==> src/hs_timer_pkg.sv <==
// Shared constants, field positions and mode codes of the high-speed timer output control.
package hs_timer_pkg;

    // Register byte addresses on the AXI4-Lite bus.
    localparam int unsigned ADDR_W          = 12;
    localparam logic [11:0] ADDR_OUT_CTRL   = 12'h000;
    localparam logic [11:0] ADDR_CLK_CTRL   = 12'h004;
    localparam logic [11:0] ADDR_SHADOW     = 12'h008;
    localparam logic [11:0] ADDR_WAVE_MODE  = 12'h00C;
    localparam logic [11:0] ADDR_STATUS     = 12'h010;

    // Field positions of pwm_output_control.
    localparam int unsigned OC_A_MODE_HI    = 7;
    localparam int unsigned OC_A_MODE_LO    = 6;
    localparam int unsigned OC_B_MODE_HI    = 5;
    localparam int unsigned OC_B_MODE_LO    = 4;
    localparam int unsigned OC_FORCE_A      = 3;
    localparam int unsigned OC_FORCE_B      = 2;
    localparam int unsigned OC_PWM_A        = 1;
    localparam int unsigned OC_PWM_B        = 0;

    // Field positions of clock_deadtime_control.
    localparam int unsigned CC_INVERT       = 7;
    localparam int unsigned CC_PSR          = 6;
    localparam int unsigned CC_DT_HI        = 5;
    localparam int unsigned CC_DT_LO        = 4;
    localparam int unsigned CC_CS_HI        = 3;
    localparam int unsigned CC_CS_LO        = 0;

    // Field positions of the wave mode register.
    localparam int unsigned WM_HI           = 1;
    localparam int unsigned WM_LO           = 0;

    // Reset value of every register.
    localparam logic [7:0]  REG_RESET       = 8'h00;

    // Output-mode codes.
    localparam logic [1:0]  OM_NORMAL       = 2'h0;
    localparam logic [1:0]  OM_TOGGLE       = 2'h1;
    localparam logic [1:0]  OM_CLEAR        = 2'h2;
    localparam logic [1:0]  OM_SET          = 2'h3;

    // Clock select codes that stop the timer or pass the source undivided.
    localparam logic [3:0]  CS_STOP         = 4'h0;
    localparam logic [3:0]  CS_DIV1         = 4'h1;

    // Prescaler and dead-time divider widths.
    localparam int unsigned PRESC_W         = 14;
    localparam int unsigned DT_W            = 3;

    // AXI response codes.
    localparam logic [1:0]  RESP_OKAY       = 2'h0;
    localparam logic [1:0]  RESP_SLVERR     = 2'h2;

    // Waveform behaviour of one channel.
    typedef enum logic [2:0] {
        MODE_NORMAL = 3'b001,
        MODE_SINGLE = 3'b010,
        MODE_DUAL   = 3'b100
    } chan_mode_e;

endpackage

==> src/hs_timer_output_clock_control.sv <==
// Output-mode, force, PWM enable, prescaler and dead-time control of the high-speed timer.
//
// Summary of operation
// - Nonzero channel B output mode makes the compare output take over its pin.
// - Complement B pin connects only in PWM with channel B mode 01.
// - Non-PWM B modes: 00 none, 01 toggle, 10 clear, 11 set on match.
// - Fast PWM B codes 01/10: clear on match, set at counter zero.
// - Fast PWM B code 11: set on match, clear at counter zero.
// - Dual-slope B codes 01/10: clear on up-match, set on down-match.
// - Dual-slope B code 11: set on up-match, clear on down-match.
// - B PWM enable and low wave mode bit select the B mode meaning.
// - Channel A force works only in non-PWM; ignored while A PWM enabled.
// - A force applies A mode action like a match, same-cycle mode, reads zero.
// - B force acts only in non-PWM, like a match, same-cycle mode.
// - B force bit always reads back as zero.
// - Each channel PWM enable puts that channel into PWM on its compare.
// - Invert bit inverts both true and complement outputs.
// - Prescaler reset clears the prescaler and the dead-time divider count, self-clears, reads zero.
// - Dead-time divider divides the timer clock by 1, 2, 4 or 8.
// - Clock select 1..15 divides the chosen source by two to code minus one.
// - Clock select zero stops the timer clock.
// - Shadow bits 7:6 mirror the A mode, 5:4 the B mode.
// - PWM off is normal mode; wave mode picks the PWM flavour.
`timescale 1ns/1ps
`default_nettype none

module hs_timer_output_clock_control #(
    parameter int unsigned COUNT_W = 10
) (
    // Clock and reset.
    input  wire logic                 aclk,
    input  wire logic                 aresetn,
    // AXI4-Lite write address and data.
    input  wire logic [11:0]          awaddr,
    input  wire logic                 awvalid,
    output logic                      awready,
    input  wire logic [31:0]          wdata,
    input  wire logic [3:0]           wstrb,
    input  wire logic                 wvalid,
    output logic                      wready,
    // AXI4-Lite write response.
    output logic [1:0]                bresp,
    output logic                      bvalid,
    input  wire logic                 bready,
    // AXI4-Lite read.
    input  wire logic [11:0]          araddr,
    input  wire logic                 arvalid,
    output logic                      arready,
    output logic [31:0]               rdata,
    output logic [1:0]                rresp,
    output logic                      rvalid,
    input  wire logic                 rready,
    // Counter and comparator side.
    input  wire logic [COUNT_W-1:0]   counter_value,
    input  wire logic                 count_down,
    input  wire logic                 chan_a_match,
    input  wire logic                 chan_b_match,
    // Clock source choice.
    input  wire logic                 async_mode,
    input  wire logic                 fast_pll_clock_en,
    // Timer clock and counter control.
    output logic                      timer_tick,
    output logic                      deadtime_tick,
    output logic                      timer_running,
    output logic [1:0]                wave_mode,
    output logic                      chan_a_pwm_enable,
    output logic                      chan_b_pwm_enable,
    // Waveforms and pins.
    output logic                      chan_a_waveform,
    output logic                      chan_b_waveform,
    output logic                      chan_a_pin_out,
    output logic                      chan_a_pin_out_n,
    output logic                      chan_a_pin_sel,
    output logic                      chan_a_pin_n_sel,
    output logic                      chan_b_pin_out,
    output logic                      chan_b_pin_out_n,
    output logic                      chan_b_pin_sel,
    output logic                      chan_b_pin_n_sel
);

    // Whole state of the block; index 0 is channel A, index 1 is channel B.
    typedef struct packed {
        logic                                   aw_held;
        logic [11:0]                            awaddr;
        logic                                   w_held;
        logic [7:0]                             wdata;
        logic                                   wlane;
        logic                                   bvalid;
        logic [1:0]                             bresp;
        logic                                   rvalid;
        logic [7:0]                             rdata;
        logic [1:0]                             rresp;
        logic [1:0][1:0]                        om;
        logic [1:0]                             pwm;
        logic                                   invert;
        logic [1:0]                             dt_div;
        logic [3:0]                             cs;
        logic [1:0]                             wm;
        logic [1:0]                             wave;
        logic [1:0]                             pin_t;
        logic [1:0]                             pin_c;
        logic [1:0]                             sel_t;
        logic [1:0]                             sel_c;
        logic [hs_timer_pkg::PRESC_W-1:0]       presc;
        logic [hs_timer_pkg::DT_W-1:0]          dt_cnt;
        logic                                   tick;
        logic                                   dt_tick;
    } state_s;

    state_s                             q;
    state_s                             d;
    logic [11:0]                        wr_addr;
    logic [11:0]                        rd_addr;
    logic                               do_write;
    logic                               wr_en;
    logic                               wr_out;
    logic                               wr_clk;
    logic                               wr_shadow;
    logic                               wr_wave;
    logic                               wr_hit;
    logic                               rd_hit;
    logic [7:0]                         rd_byte;
    logic                               psr;
    logic [1:0][1:0]                    om_new;
    logic [1:0]                         pwm_new;
    logic [1:0]                         force_new;
    logic [1:0]                         match_vec;
    logic [1:0]                         wm_new;
    logic                               inv_new;
    logic [1:0]                         wave_nx;
    logic                               at_zero;
    logic                               src_en;
    logic [hs_timer_pkg::PRESC_W-1:0]   ps_mask;
    logic [hs_timer_pkg::DT_W-1:0]      dt_mask;

    // Next waveform level of one channel after match, zero and force events.
    function automatic logic wave_next(
        input hs_timer_pkg::chan_mode_e mode,
        input logic [1:0]               om,
        input logic                     w,
        input logic                     match,
        input logic                     frc,
        input logic                     zero,
        input logic                     down
    );
        logic r;
        r = w;
        unique case (mode)
            hs_timer_pkg::MODE_NORMAL: begin
                if (match || frc) begin
                    unique case (om)
                        hs_timer_pkg::OM_NORMAL: r = w;
                        hs_timer_pkg::OM_TOGGLE: r = ~w;
                        hs_timer_pkg::OM_CLEAR:  r = 1'b0;
                        hs_timer_pkg::OM_SET:    r = 1'b1;
                    endcase
                end
            end
            hs_timer_pkg::MODE_SINGLE: begin
                // A match in the zero cycle wins, so a tiny duty still shows.
                if (om != hs_timer_pkg::OM_NORMAL) begin
                    if (zero) begin
                        r = (om != hs_timer_pkg::OM_SET);
                    end
                    if (match) begin
                        r = (om == hs_timer_pkg::OM_SET);
                    end
                end
            end
            hs_timer_pkg::MODE_DUAL: begin
                if ((om != hs_timer_pkg::OM_NORMAL) && match) begin
                    r = (om == hs_timer_pkg::OM_SET) ^ down;
                end
            end
            default: r = w;
        endcase
        return r;
    endfunction

    // Write decode; a write lands once both address and data are held.
    assign wr_addr   = {q.awaddr[11:2], 2'h0};
    assign rd_addr   = {araddr[11:2], 2'h0};
    assign do_write  = q.aw_held && q.w_held && !q.bvalid;
    assign wr_en     = do_write && q.wlane;
    assign wr_out    = wr_en && (wr_addr == hs_timer_pkg::ADDR_OUT_CTRL);
    assign wr_clk    = wr_en && (wr_addr == hs_timer_pkg::ADDR_CLK_CTRL);
    assign wr_shadow = wr_en && (wr_addr == hs_timer_pkg::ADDR_SHADOW);
    assign wr_wave   = wr_en && (wr_addr == hs_timer_pkg::ADDR_WAVE_MODE);
    assign wr_hit    = (wr_addr == hs_timer_pkg::ADDR_OUT_CTRL)
                    || (wr_addr == hs_timer_pkg::ADDR_CLK_CTRL)
                    || (wr_addr == hs_timer_pkg::ADDR_SHADOW)
                    || (wr_addr == hs_timer_pkg::ADDR_WAVE_MODE)
                    || (wr_addr == hs_timer_pkg::ADDR_STATUS);

    // Field values as they stand after this cycle's write, so a force sees them.
    assign om_new[0] = (wr_out || wr_shadow)
                     ? q.wdata[hs_timer_pkg::OC_A_MODE_HI:hs_timer_pkg::OC_A_MODE_LO] : q.om[0];
    assign om_new[1] = (wr_out || wr_shadow)
                     ? q.wdata[hs_timer_pkg::OC_B_MODE_HI:hs_timer_pkg::OC_B_MODE_LO] : q.om[1];
    assign pwm_new[0] = wr_out ? q.wdata[hs_timer_pkg::OC_PWM_A] : q.pwm[0];
    assign pwm_new[1] = wr_out ? q.wdata[hs_timer_pkg::OC_PWM_B] : q.pwm[1];
    assign force_new[0] = wr_out && q.wdata[hs_timer_pkg::OC_FORCE_A] && !pwm_new[0];
    assign force_new[1] = wr_out && q.wdata[hs_timer_pkg::OC_FORCE_B] && !pwm_new[1];
    assign wm_new   = wr_wave ? q.wdata[hs_timer_pkg::WM_HI:hs_timer_pkg::WM_LO] : q.wm;
    assign inv_new  = wr_clk ? q.wdata[hs_timer_pkg::CC_INVERT] : q.invert;
    assign psr      = wr_clk && q.wdata[hs_timer_pkg::CC_PSR];
    assign match_vec = {chan_b_match, chan_a_match};
    assign at_zero  = (counter_value == '0);

    // Per-channel mode decode and waveform step.
    for (genvar i = 0; i < 2; i++) begin : g_chan
        hs_timer_pkg::chan_mode_e mode;
        assign mode = !pwm_new[i] ? hs_timer_pkg::MODE_NORMAL
                    : wm_new[hs_timer_pkg::WM_LO] ? hs_timer_pkg::MODE_DUAL
                    : hs_timer_pkg::MODE_SINGLE;
        assign wave_nx[i] = wave_next(mode, om_new[i], q.wave[i], match_vec[i],
                                      force_new[i], at_zero, count_down);
    end

    // Read data; the strobe bits and the prescaler reset always read zero.
    assign rd_hit  = (rd_addr == hs_timer_pkg::ADDR_OUT_CTRL)
                  || (rd_addr == hs_timer_pkg::ADDR_CLK_CTRL)
                  || (rd_addr == hs_timer_pkg::ADDR_SHADOW)
                  || (rd_addr == hs_timer_pkg::ADDR_WAVE_MODE)
                  || (rd_addr == hs_timer_pkg::ADDR_STATUS);
    assign rd_byte = (rd_addr == hs_timer_pkg::ADDR_OUT_CTRL)
                   ? {q.om[0], q.om[1], 2'h0, q.pwm[0], q.pwm[1]}
                   : (rd_addr == hs_timer_pkg::ADDR_CLK_CTRL)
                   ? {q.invert, 1'b0, q.dt_div, q.cs}
                   : (rd_addr == hs_timer_pkg::ADDR_SHADOW)
                   ? {q.om[0], q.om[1], 4'h0}
                   : (rd_addr == hs_timer_pkg::ADDR_WAVE_MODE)
                   ? {6'h00, q.wm}
                   : (rd_addr == hs_timer_pkg::ADDR_STATUS)
                   ? {1'b0, (q.cs != hs_timer_pkg::CS_STOP), q.wave[1], q.wave[0],
                      q.sel_c[1], q.sel_t[1], q.sel_c[0], q.sel_t[0]}
                   : 8'h00;

    // Prescaler tap: code n takes every 2^(n-1)th source cycle.
    assign src_en  = async_mode ? fast_pll_clock_en : 1'b1;
    assign ps_mask = ~(14'h3FFF << (q.cs - 4'h1));
    assign dt_mask = ~(3'h7 << q.dt_div);

    // Next state of the bus slave, registers, waveforms and dividers.
    always_comb begin
        d = q;
        if (awvalid && awready) begin
            d.aw_held = 1'b1;
            d.awaddr  = awaddr;
        end
        if (wvalid && wready) begin
            d.w_held = 1'b1;
            d.wdata  = wdata[7:0];
            d.wlane  = wstrb[0];
        end
        if (do_write) begin
            d.aw_held = 1'b0;
            d.w_held  = 1'b0;
            d.bvalid  = 1'b1;
            d.bresp   = wr_hit ? hs_timer_pkg::RESP_OKAY : hs_timer_pkg::RESP_SLVERR;
        end
        if (q.bvalid && bready) begin
            d.bvalid = 1'b0;
        end
        if (q.rvalid && rready) begin
            d.rvalid = 1'b0;
        end
        if (arvalid && arready) begin
            d.rvalid = 1'b1;
            d.rdata  = rd_byte;
            d.rresp  = rd_hit ? hs_timer_pkg::RESP_OKAY : hs_timer_pkg::RESP_SLVERR;
        end
        // Registers; strobes are not stored, so they cannot read back.
        d.om     = om_new;
        d.pwm    = pwm_new;
        d.wm     = wm_new;
        d.invert = inv_new;
        if (wr_clk) begin
            d.dt_div = q.wdata[hs_timer_pkg::CC_DT_HI:hs_timer_pkg::CC_DT_LO];
            d.cs     = q.wdata[hs_timer_pkg::CC_CS_HI:hs_timer_pkg::CC_CS_LO];
        end
        // Waveforms and pin routing; the pins follow the new waveform at once.
        d.wave = wave_nx;
        for (int i = 0; i < 2; i++) begin
            d.pin_t[i] = wave_nx[i] ^ inv_new;
            d.pin_c[i] = ~wave_nx[i] ^ inv_new;
            d.sel_t[i] = (om_new[i] != hs_timer_pkg::OM_NORMAL);
            d.sel_c[i] = pwm_new[i] && (om_new[i] == hs_timer_pkg::OM_TOGGLE);
        end
        // Prescaler; a reset restarts the divide phase but leaves the counter alone.
        d.tick = (q.cs != hs_timer_pkg::CS_STOP) && src_en && !psr
              && ((q.presc & ps_mask) == ps_mask);
        if (psr) begin
            d.presc = '0;
        end else if (src_en) begin
            d.presc = q.presc + 14'h0001;
        end
        // Dead-time divider counts timer ticks.
        d.dt_tick = d.tick && ((q.dt_cnt & dt_mask) == dt_mask);
        if (psr) begin
            d.dt_cnt = '0;
        end else if (d.tick) begin
            d.dt_cnt = q.dt_cnt + 3'h1;
        end
    end

    // State register; every field resets to zero.
    always_ff @(posedge aclk) begin
        if (!aresetn) begin
            q <= '0;
        end else begin
            q <= d;
        end
    end

    // Outputs; all data outputs come straight from the state register.
    assign awready           = !q.aw_held && !q.bvalid;
    assign wready            = !q.w_held && !q.bvalid;
    assign bvalid            = q.bvalid;
    assign bresp             = q.bresp;
    assign arready           = !q.rvalid;
    assign rvalid            = q.rvalid;
    assign rdata             = {24'h000000, q.rdata};
    assign rresp             = q.rresp;
    assign timer_tick        = q.tick;
    assign deadtime_tick     = q.dt_tick;
    assign timer_running     = (q.cs != hs_timer_pkg::CS_STOP);
    assign wave_mode         = q.wm;
    assign chan_a_pwm_enable = q.pwm[0];
    assign chan_b_pwm_enable = q.pwm[1];
    assign chan_a_waveform   = q.wave[0];
    assign chan_b_waveform   = q.wave[1];
    assign chan_a_pin_out    = q.pin_t[0];
    assign chan_a_pin_out_n  = q.pin_c[0];
    assign chan_a_pin_sel    = q.sel_t[0];
    assign chan_a_pin_n_sel  = q.sel_c[0];
    assign chan_b_pin_out    = q.pin_t[1];
    assign chan_b_pin_out_n  = q.pin_c[1];
    assign chan_b_pin_sel    = q.sel_t[1];
    assign chan_b_pin_n_sel  = q.sel_c[1];
endmodule

`default_nettype wire

==> config.mk <==
export PLATFORM = sky130hd
export DESIGN_NAME = hs_timer_output_clock_control
export DESIGN_NICKNAME = d
export VERILOG_FILES = /design/src/hs_timer_pkg.sv /design/src/hs_timer_output_clock_control.sv
export SDC_FILE = /design/constraint.sdc
export NUM_CORES = 1
export LEC_CHECK = 0
export ABC_AREA = 1
export BUFFER_PORTS_ARGS = -buffer_cell sky130_fd_sc_hd__buf_2
export CAP_MARGIN = 20
export CORE_UTILIZATION = 55
export CTS_CLUSTER_DIAMETER = 30
export DETAILED_ROUTE_END_ITERATION = 7
export PLACE_DENSITY = 0.87
export REMOVE_ABC_BUFFERS = 1
export SLEW_MARGIN = 20
export SYNTH_ARGS = -nofsm -noshare
export SYNTH_HDL_FRONTEND = slang
export SYNTH_SLANG_ARGS = --single-unit
==> constraint.sdc <==
create_clock -name aclk -period 5.6 [get_ports aclk]
set_clock_uncertainty 0.15 [all_clocks]
set_input_delay 0.56 -clock aclk [delete_from_list [all_inputs] [get_ports aclk]]
set_output_delay 0.56 -clock aclk [all_outputs]
set_load 0.01 [all_outputs]
### Word level (Yosys, flattened, before mapping)

Cells that the tools add are included.

| storage, ports and cells | value |
|---|---|
| register bits after elaboration | 81 |
| latch bits | 0 |
| RAM bits | 0 |
| bits in read-only memories | 0 |
| input port bits | 82 |
| output and inout port bits | 58 |
| memories kept | 0 |

| cells by class | value |
|---|---|
| add/sub/neg operators | 3 |
| multipliers | 0 |
| div/mod/pow operators | 0 |
| $lt $le $gt $ge | 0 |
| equal/unequal tests | 24 |
| shift operators | 2 |
| muxes and demuxes | 33 |
| bitwise gates (word level) | 15 |
| reductions and logical operators | 57 |

Operator list:

| operator | count |
|---|---|
| $eq A10 B2 Y1 const B | 4 |
| $logic_and A1 B1 Y1 | 27 |
| $logic_not A12 Y1 | 2 |
| $mux W8 | 3 |
| $eq A10 B1 Y1 const B | 2 |
| $eq A10 B3 Y1 const B | 2 |
| $mux W1 | 16 |
| $add A14 B1 Y14 const B | 1 |
| $and A14 B14 Y14 | 1 |
| $eq A14 B14 Y1 | 1 |
| $mux W7 | 2 |
| $not A14 Y14 | 1 |
| $shl A14 B4 Y14 const A | 1 |
| $logic_or A1 B1 Y1 | 11 |
| $mux W11 | 1 |
| $logic_not A10 Y1 | 1 |
| $mux W3 | 3 |
| $eq A2 B2 Y1 const B | 4 |
| $mux W2 | 4 |
| $pmux W1 S4 | 2 |
| $logic_not A1 Y1 | 7 |
| $eq A3 B1 Y1 const B | 2 |
| $eq A3 B2 Y1 const B | 2 |
| $eq A3 B3 Y1 const B | 2 |
| other kinds (15) | 32 |

### Longest topological paths before layout

| depth | value |
|---|---|
| depth after elaboration | 13 |
| depth in mapped cells | 16 |
| mapped depth without buffers | 16 |

### Least setup slack after synthesis

OpenSTA, ideal clock, no wires.

| timing path | value |
|---|---|
| path type | register to register |
| start point | register q[32] in the netlist's numbering |
| end point | register q[3] in the netlist's numbering |
| setup time | 0.064 ns |
| data arrival time | 2.046 ns |
| setup slack | 3.340 ns |
| cell stages (with the launch flop) | 16 |
| path buffers | 0 |
| period minus slack after synthesis | 2.260 ns |
| path through | dfxtp_1 > inv_1 > ha_1 > inv_1 > ha_1 > inv_1 > nand2_1 > nand2_1 > nand2_1 > nor4_1 > o22ai_1 > a21oi_1 > nand2_1 > inv_1 > nor2_1 > nor2_1 |

| between the ends | value |
|---|---|
| word-level cells in the longest chain between the ends | 6 |

RTL lines:

| item | line | RTL |
|---|---|---|
| start: declaration | hs_timer_output_clock_control.sv:110 | `state_s q;` |
| start signal: assignment | hs_timer_output_clock_control.sv:310 | `q <= '0;` |
| start signal: assignment | hs_timer_output_clock_control.sv:312 | `q <= d;` |
| $sub A4 B1 Y4 | hs_timer_output_clock_control.sv:241 | `assign ps_mask = ~(14'h3FFF << (q.cs - 4'h1));` |
| $shl A14 B4 Y14 | hs_timer_output_clock_control.sv:241 |  |
| $not A14 Y14 | hs_timer_output_clock_control.sv:241 |  |
| $and A14 B14 Y14 | hs_timer_output_clock_control.sv:292 | `&& ((q.presc & ps_mask) == ps_mask);` |
| $eq A14 B14 Y1 | hs_timer_output_clock_control.sv:292 |  |
| $logic_and A1 B1 Y1 (*) | hs_timer_output_clock_control.sv:292 |  |

Mark *: on every way between the ends. The rest lies on a longest branch, timed or not.
A chain may end at the register's enable or synchronous reset.

### Worst setup path after layout

| timing path | value |
|---|---|
| start point | register q[31] in the netlist's numbering |
| end point | register q[3] in the netlist's numbering |

Same word-level chain as after synthesis.

==> impl_metrics.yaml <==
timing:
  finalSetupViolCount: 0
  rsz0062_at_grt: "false"
  slew_headroom_pct: 43.00
  min_period_over_period_pct: 47.67
  tightest_slew_ns: 0.8540
  period_needed_ns: 2.669
  tns_ns: 0
  final-hold-violation-count: 0
  max_freq_mhz: 374.6
  slew_violations: 0
cts:
  postCtsSetupBuffers: 0
  cts-resized-gates: 0
  ctsHoldBuffers: 0
  path_clk_slew_ns: 0.08
  cts_buffers: 9
  h-tree-depth: 3
  insertion_delay_ns: 0.35
  root_buffer: "clkbuf_8"
  cts_num_sinks: 77
  cts_tree: "built"
  cts_buffer_depth: 2
cells_and_area:
  layout.cells.most_common_list: "97 x nand2_1, 96 x nor2_1, 82 x buf_2"
  final_common_cell: "nand2_1"
  layout.nets: 744
  insertedDiodeCount: 0
  drive_gt1_share_pct: 20.85
  area_growth_syn_to_layout_pct: 10.70
  n_fill_cell: 665
pwr:
  p_int_mw: 0.7820
  switching_share_pct: 27.60
  p_sw_mw: 0.2981
  p_seq_share_pct: 54.4
  vdd_drop_max_mv: 0.1847
  power.density_nw_per_um2: 231.9
  total_power_mw: 1.080
  pwr-share-comb_pct: 12.8
  power.leakage_nw: 2.168
  pwr-share-clk_pct: 32.8
logic_synthesis:
  netlist_area_sq_um: 4208
  synth_edf_count: 0
  synth_seq_area_share_pct: 36.63
  yosysTopAreaCellShare_pct: 36.63
  syn_inst: 587
  synthTopCellsByArea: "dfxtp_1 37%, nand2_1 8.7%, nor2_1 8.6%, buf_4 6.8%, inv_1 5.4%"
  ys.flop_type: "dfxtp_1"
  async_reset_ff_share_pct: 0
  yosysTopAreaCell: "dfxtp_1"
  synthDistinctLibCells: 45
  synth_area_per_cell_sq_um: 7.168
  yosys_warnings: 0
  ys_seq_elements: 77
drt:
  vias: 3921
  postRouteAntennaNets: 0
  drc: 0
  drt-initial-drc-count: 179
  drt-total-wl_um: 9373
  first_pass_iters: 5
  wl_per_cell_um: 12.40
  via_per_inst: 5.187
setup_path:
  startpoint_type: "flip-flop"
  cp.required_ns: 5.73
  arrival_ns: 2.80
  crit_path_end_kind: "flip-flop"
  path_class: "flip-flop to flip-flop"
  cp_max_fo: 7
global_route:
  grt_pass1_vias: 3429
  grt_max_degree: 38
  track_usage_pct: 24.52
  grt-ovfl-total: 0
  grt_pass1_wl_um: 14970
  antenna_found_initial: 0
min_path:
  hp-class: "primary input to flip-flop"
die:
  die-area_sq_um: 8004
  die_x_um: 89.47
  start_util_pct: 57.40
  core_sq_um: 7331
  ioPinCount: 140
  die_y_um: 89.47
  row_count: 31
status:
  status: "finished, final reports clean"
run:
  drv_cap: 0
place:
  port_buffers: 82
  place.gp.congestion: 0.8776
  dp_hpwl_um: 7138
-- registers in the layout, summed over array words and instances (netlist names) --
signal	count
wave_mode	2
bvalid	1
deadtime_tick	1
chan_b_pin_n_sel	1
q	49
rvalid	1
rdata	8
chan_a_pwm_enable	1
chan_b_pin_out	1
chan_b_pin_out_n	1
chan_a_waveform	1
bresp	1
chan_b_pwm_enable	1
chan_b_pin_sel	1
chan_a_pin_sel	1
chan_a_pin_out	1
chan_a_pin_out_n	1
chan_a_pin_n_sel	1
rresp	1
timer_tick	1
chan_b_waveform	1
-- power groups by stage --
stage	logic [mW]	registers [mW]	clock network [mW]
after floorplan	0.0895	0.599	0
after global placement	0.134	0.599	0
after detailed placement	0.138	0.600	0
after CTS	0.139	0.587	0.360
after global routing	0.159	0.590	0.382
final	0.138	0.588	0.354
-- worst max-delay path, stage by stage, from the launching register on --
cell and delay [ns]:
dfxtp_1 0.33, inv_1 0.12, ha_1 0.18, inv_1 0.05, ha_1 0.29, inv_1 0.17, nand2_1 0.07, nand2_1 0.06
nand2_1 0.05, nor4_1 0.27, o22ai_1 0.11, a21oi_1 0.32, nand2_1 0.16, inv_1 0.13, nor2_1 0.05, nor2_1 0.10
-- worst paths after layout --
| check | startpoint | to | slack, ns | cells past startpoint |
|---|---|---|---|---|
| setup / recovery | q[31]$_SDFFE_PN0P_ | q[3]$_SDFFE_PP0P_ | 2.93 | 15 |
| hold / removal | awaddr[11] | q[79]$_SDFFE_PN0P_ | 0.31 | 3 |
| setup reg to reg | q[31]$_SDFFE_PN0P_ | q[3]$_SDFFE_PP0P_ | 2.93 | 15 |
| hold reg to reg | rdata[2]$_SDFFE_PN0P_ | rdata[2]$_SDFFE_PN0P_ | 0.32 | 2 |
-- kinds of logic after synthesis --
kind of cell	synth area share [%]
xor gates and xnor gates	1.873
and+or+nand+nor	33.13
adders and majority gates	2.081
buffers and inverters	13.80
other	0.08912
AOI/OAI and AO/OA	12.40
DFF	36.63
-- per-stage QoR --
step	cell area [sq um]	utilization (%)	std cells	hold WS [ns]	setup WS, ns
after floorplan	3970	-	562	0.2930	3.340
after global placement	4504	61.44	743	0.3022	3.093
after detailed placement	4504	61.44	743	0.3126	3.012
after CTS	4658	63.54	756	0.3049	2.983
after global routing	4658	63.54	756	0.3168	2.625
final	4658	63.54	756	0.3118	2.931
-- metal layers --
layer	track usage, %	up-vias	routed length, um
met3	6.094	12	604
met5	0	-	0
met4	7.937	0	117
li1	-	1984	-
met1	30.98	1778	4172
met2	41.08	147	4478
-- cell type report --
cell class	instances	area (sq um)	area share, %
clock inverters	2	12.51	0.2686
repair buffers	82	410.4	8.810
flip-flops and latches	77	1541	33.09
well taps	99	123.9	2.659
clock buffers	11	141.4	3.035
multi-input cells	420	2180	46.79
inverters	65	249.0	5.345
-- Yosys cell counts (3+ instances only) --
library cell and number:
o22ai_1 4, nor4_1 5, nand3_1 29, nor3_1 5
nand2_2 10, xor2_1 8, nand4_1 16, nor2_1 96
a21oi_1 31, nand4_2 3, dfxtp_1 77, o211ai_1 4
nor2_2 3, inv_1 60, nor2_4 4, nand2_1 97
nand2_4 3, clkbuf_1 10, nand3_2 6, buf_4 38
o21ai_0 38, o21ai_2 4, o21ai_1 3, ha_1 7
Power figures use the tool's default switching activity.
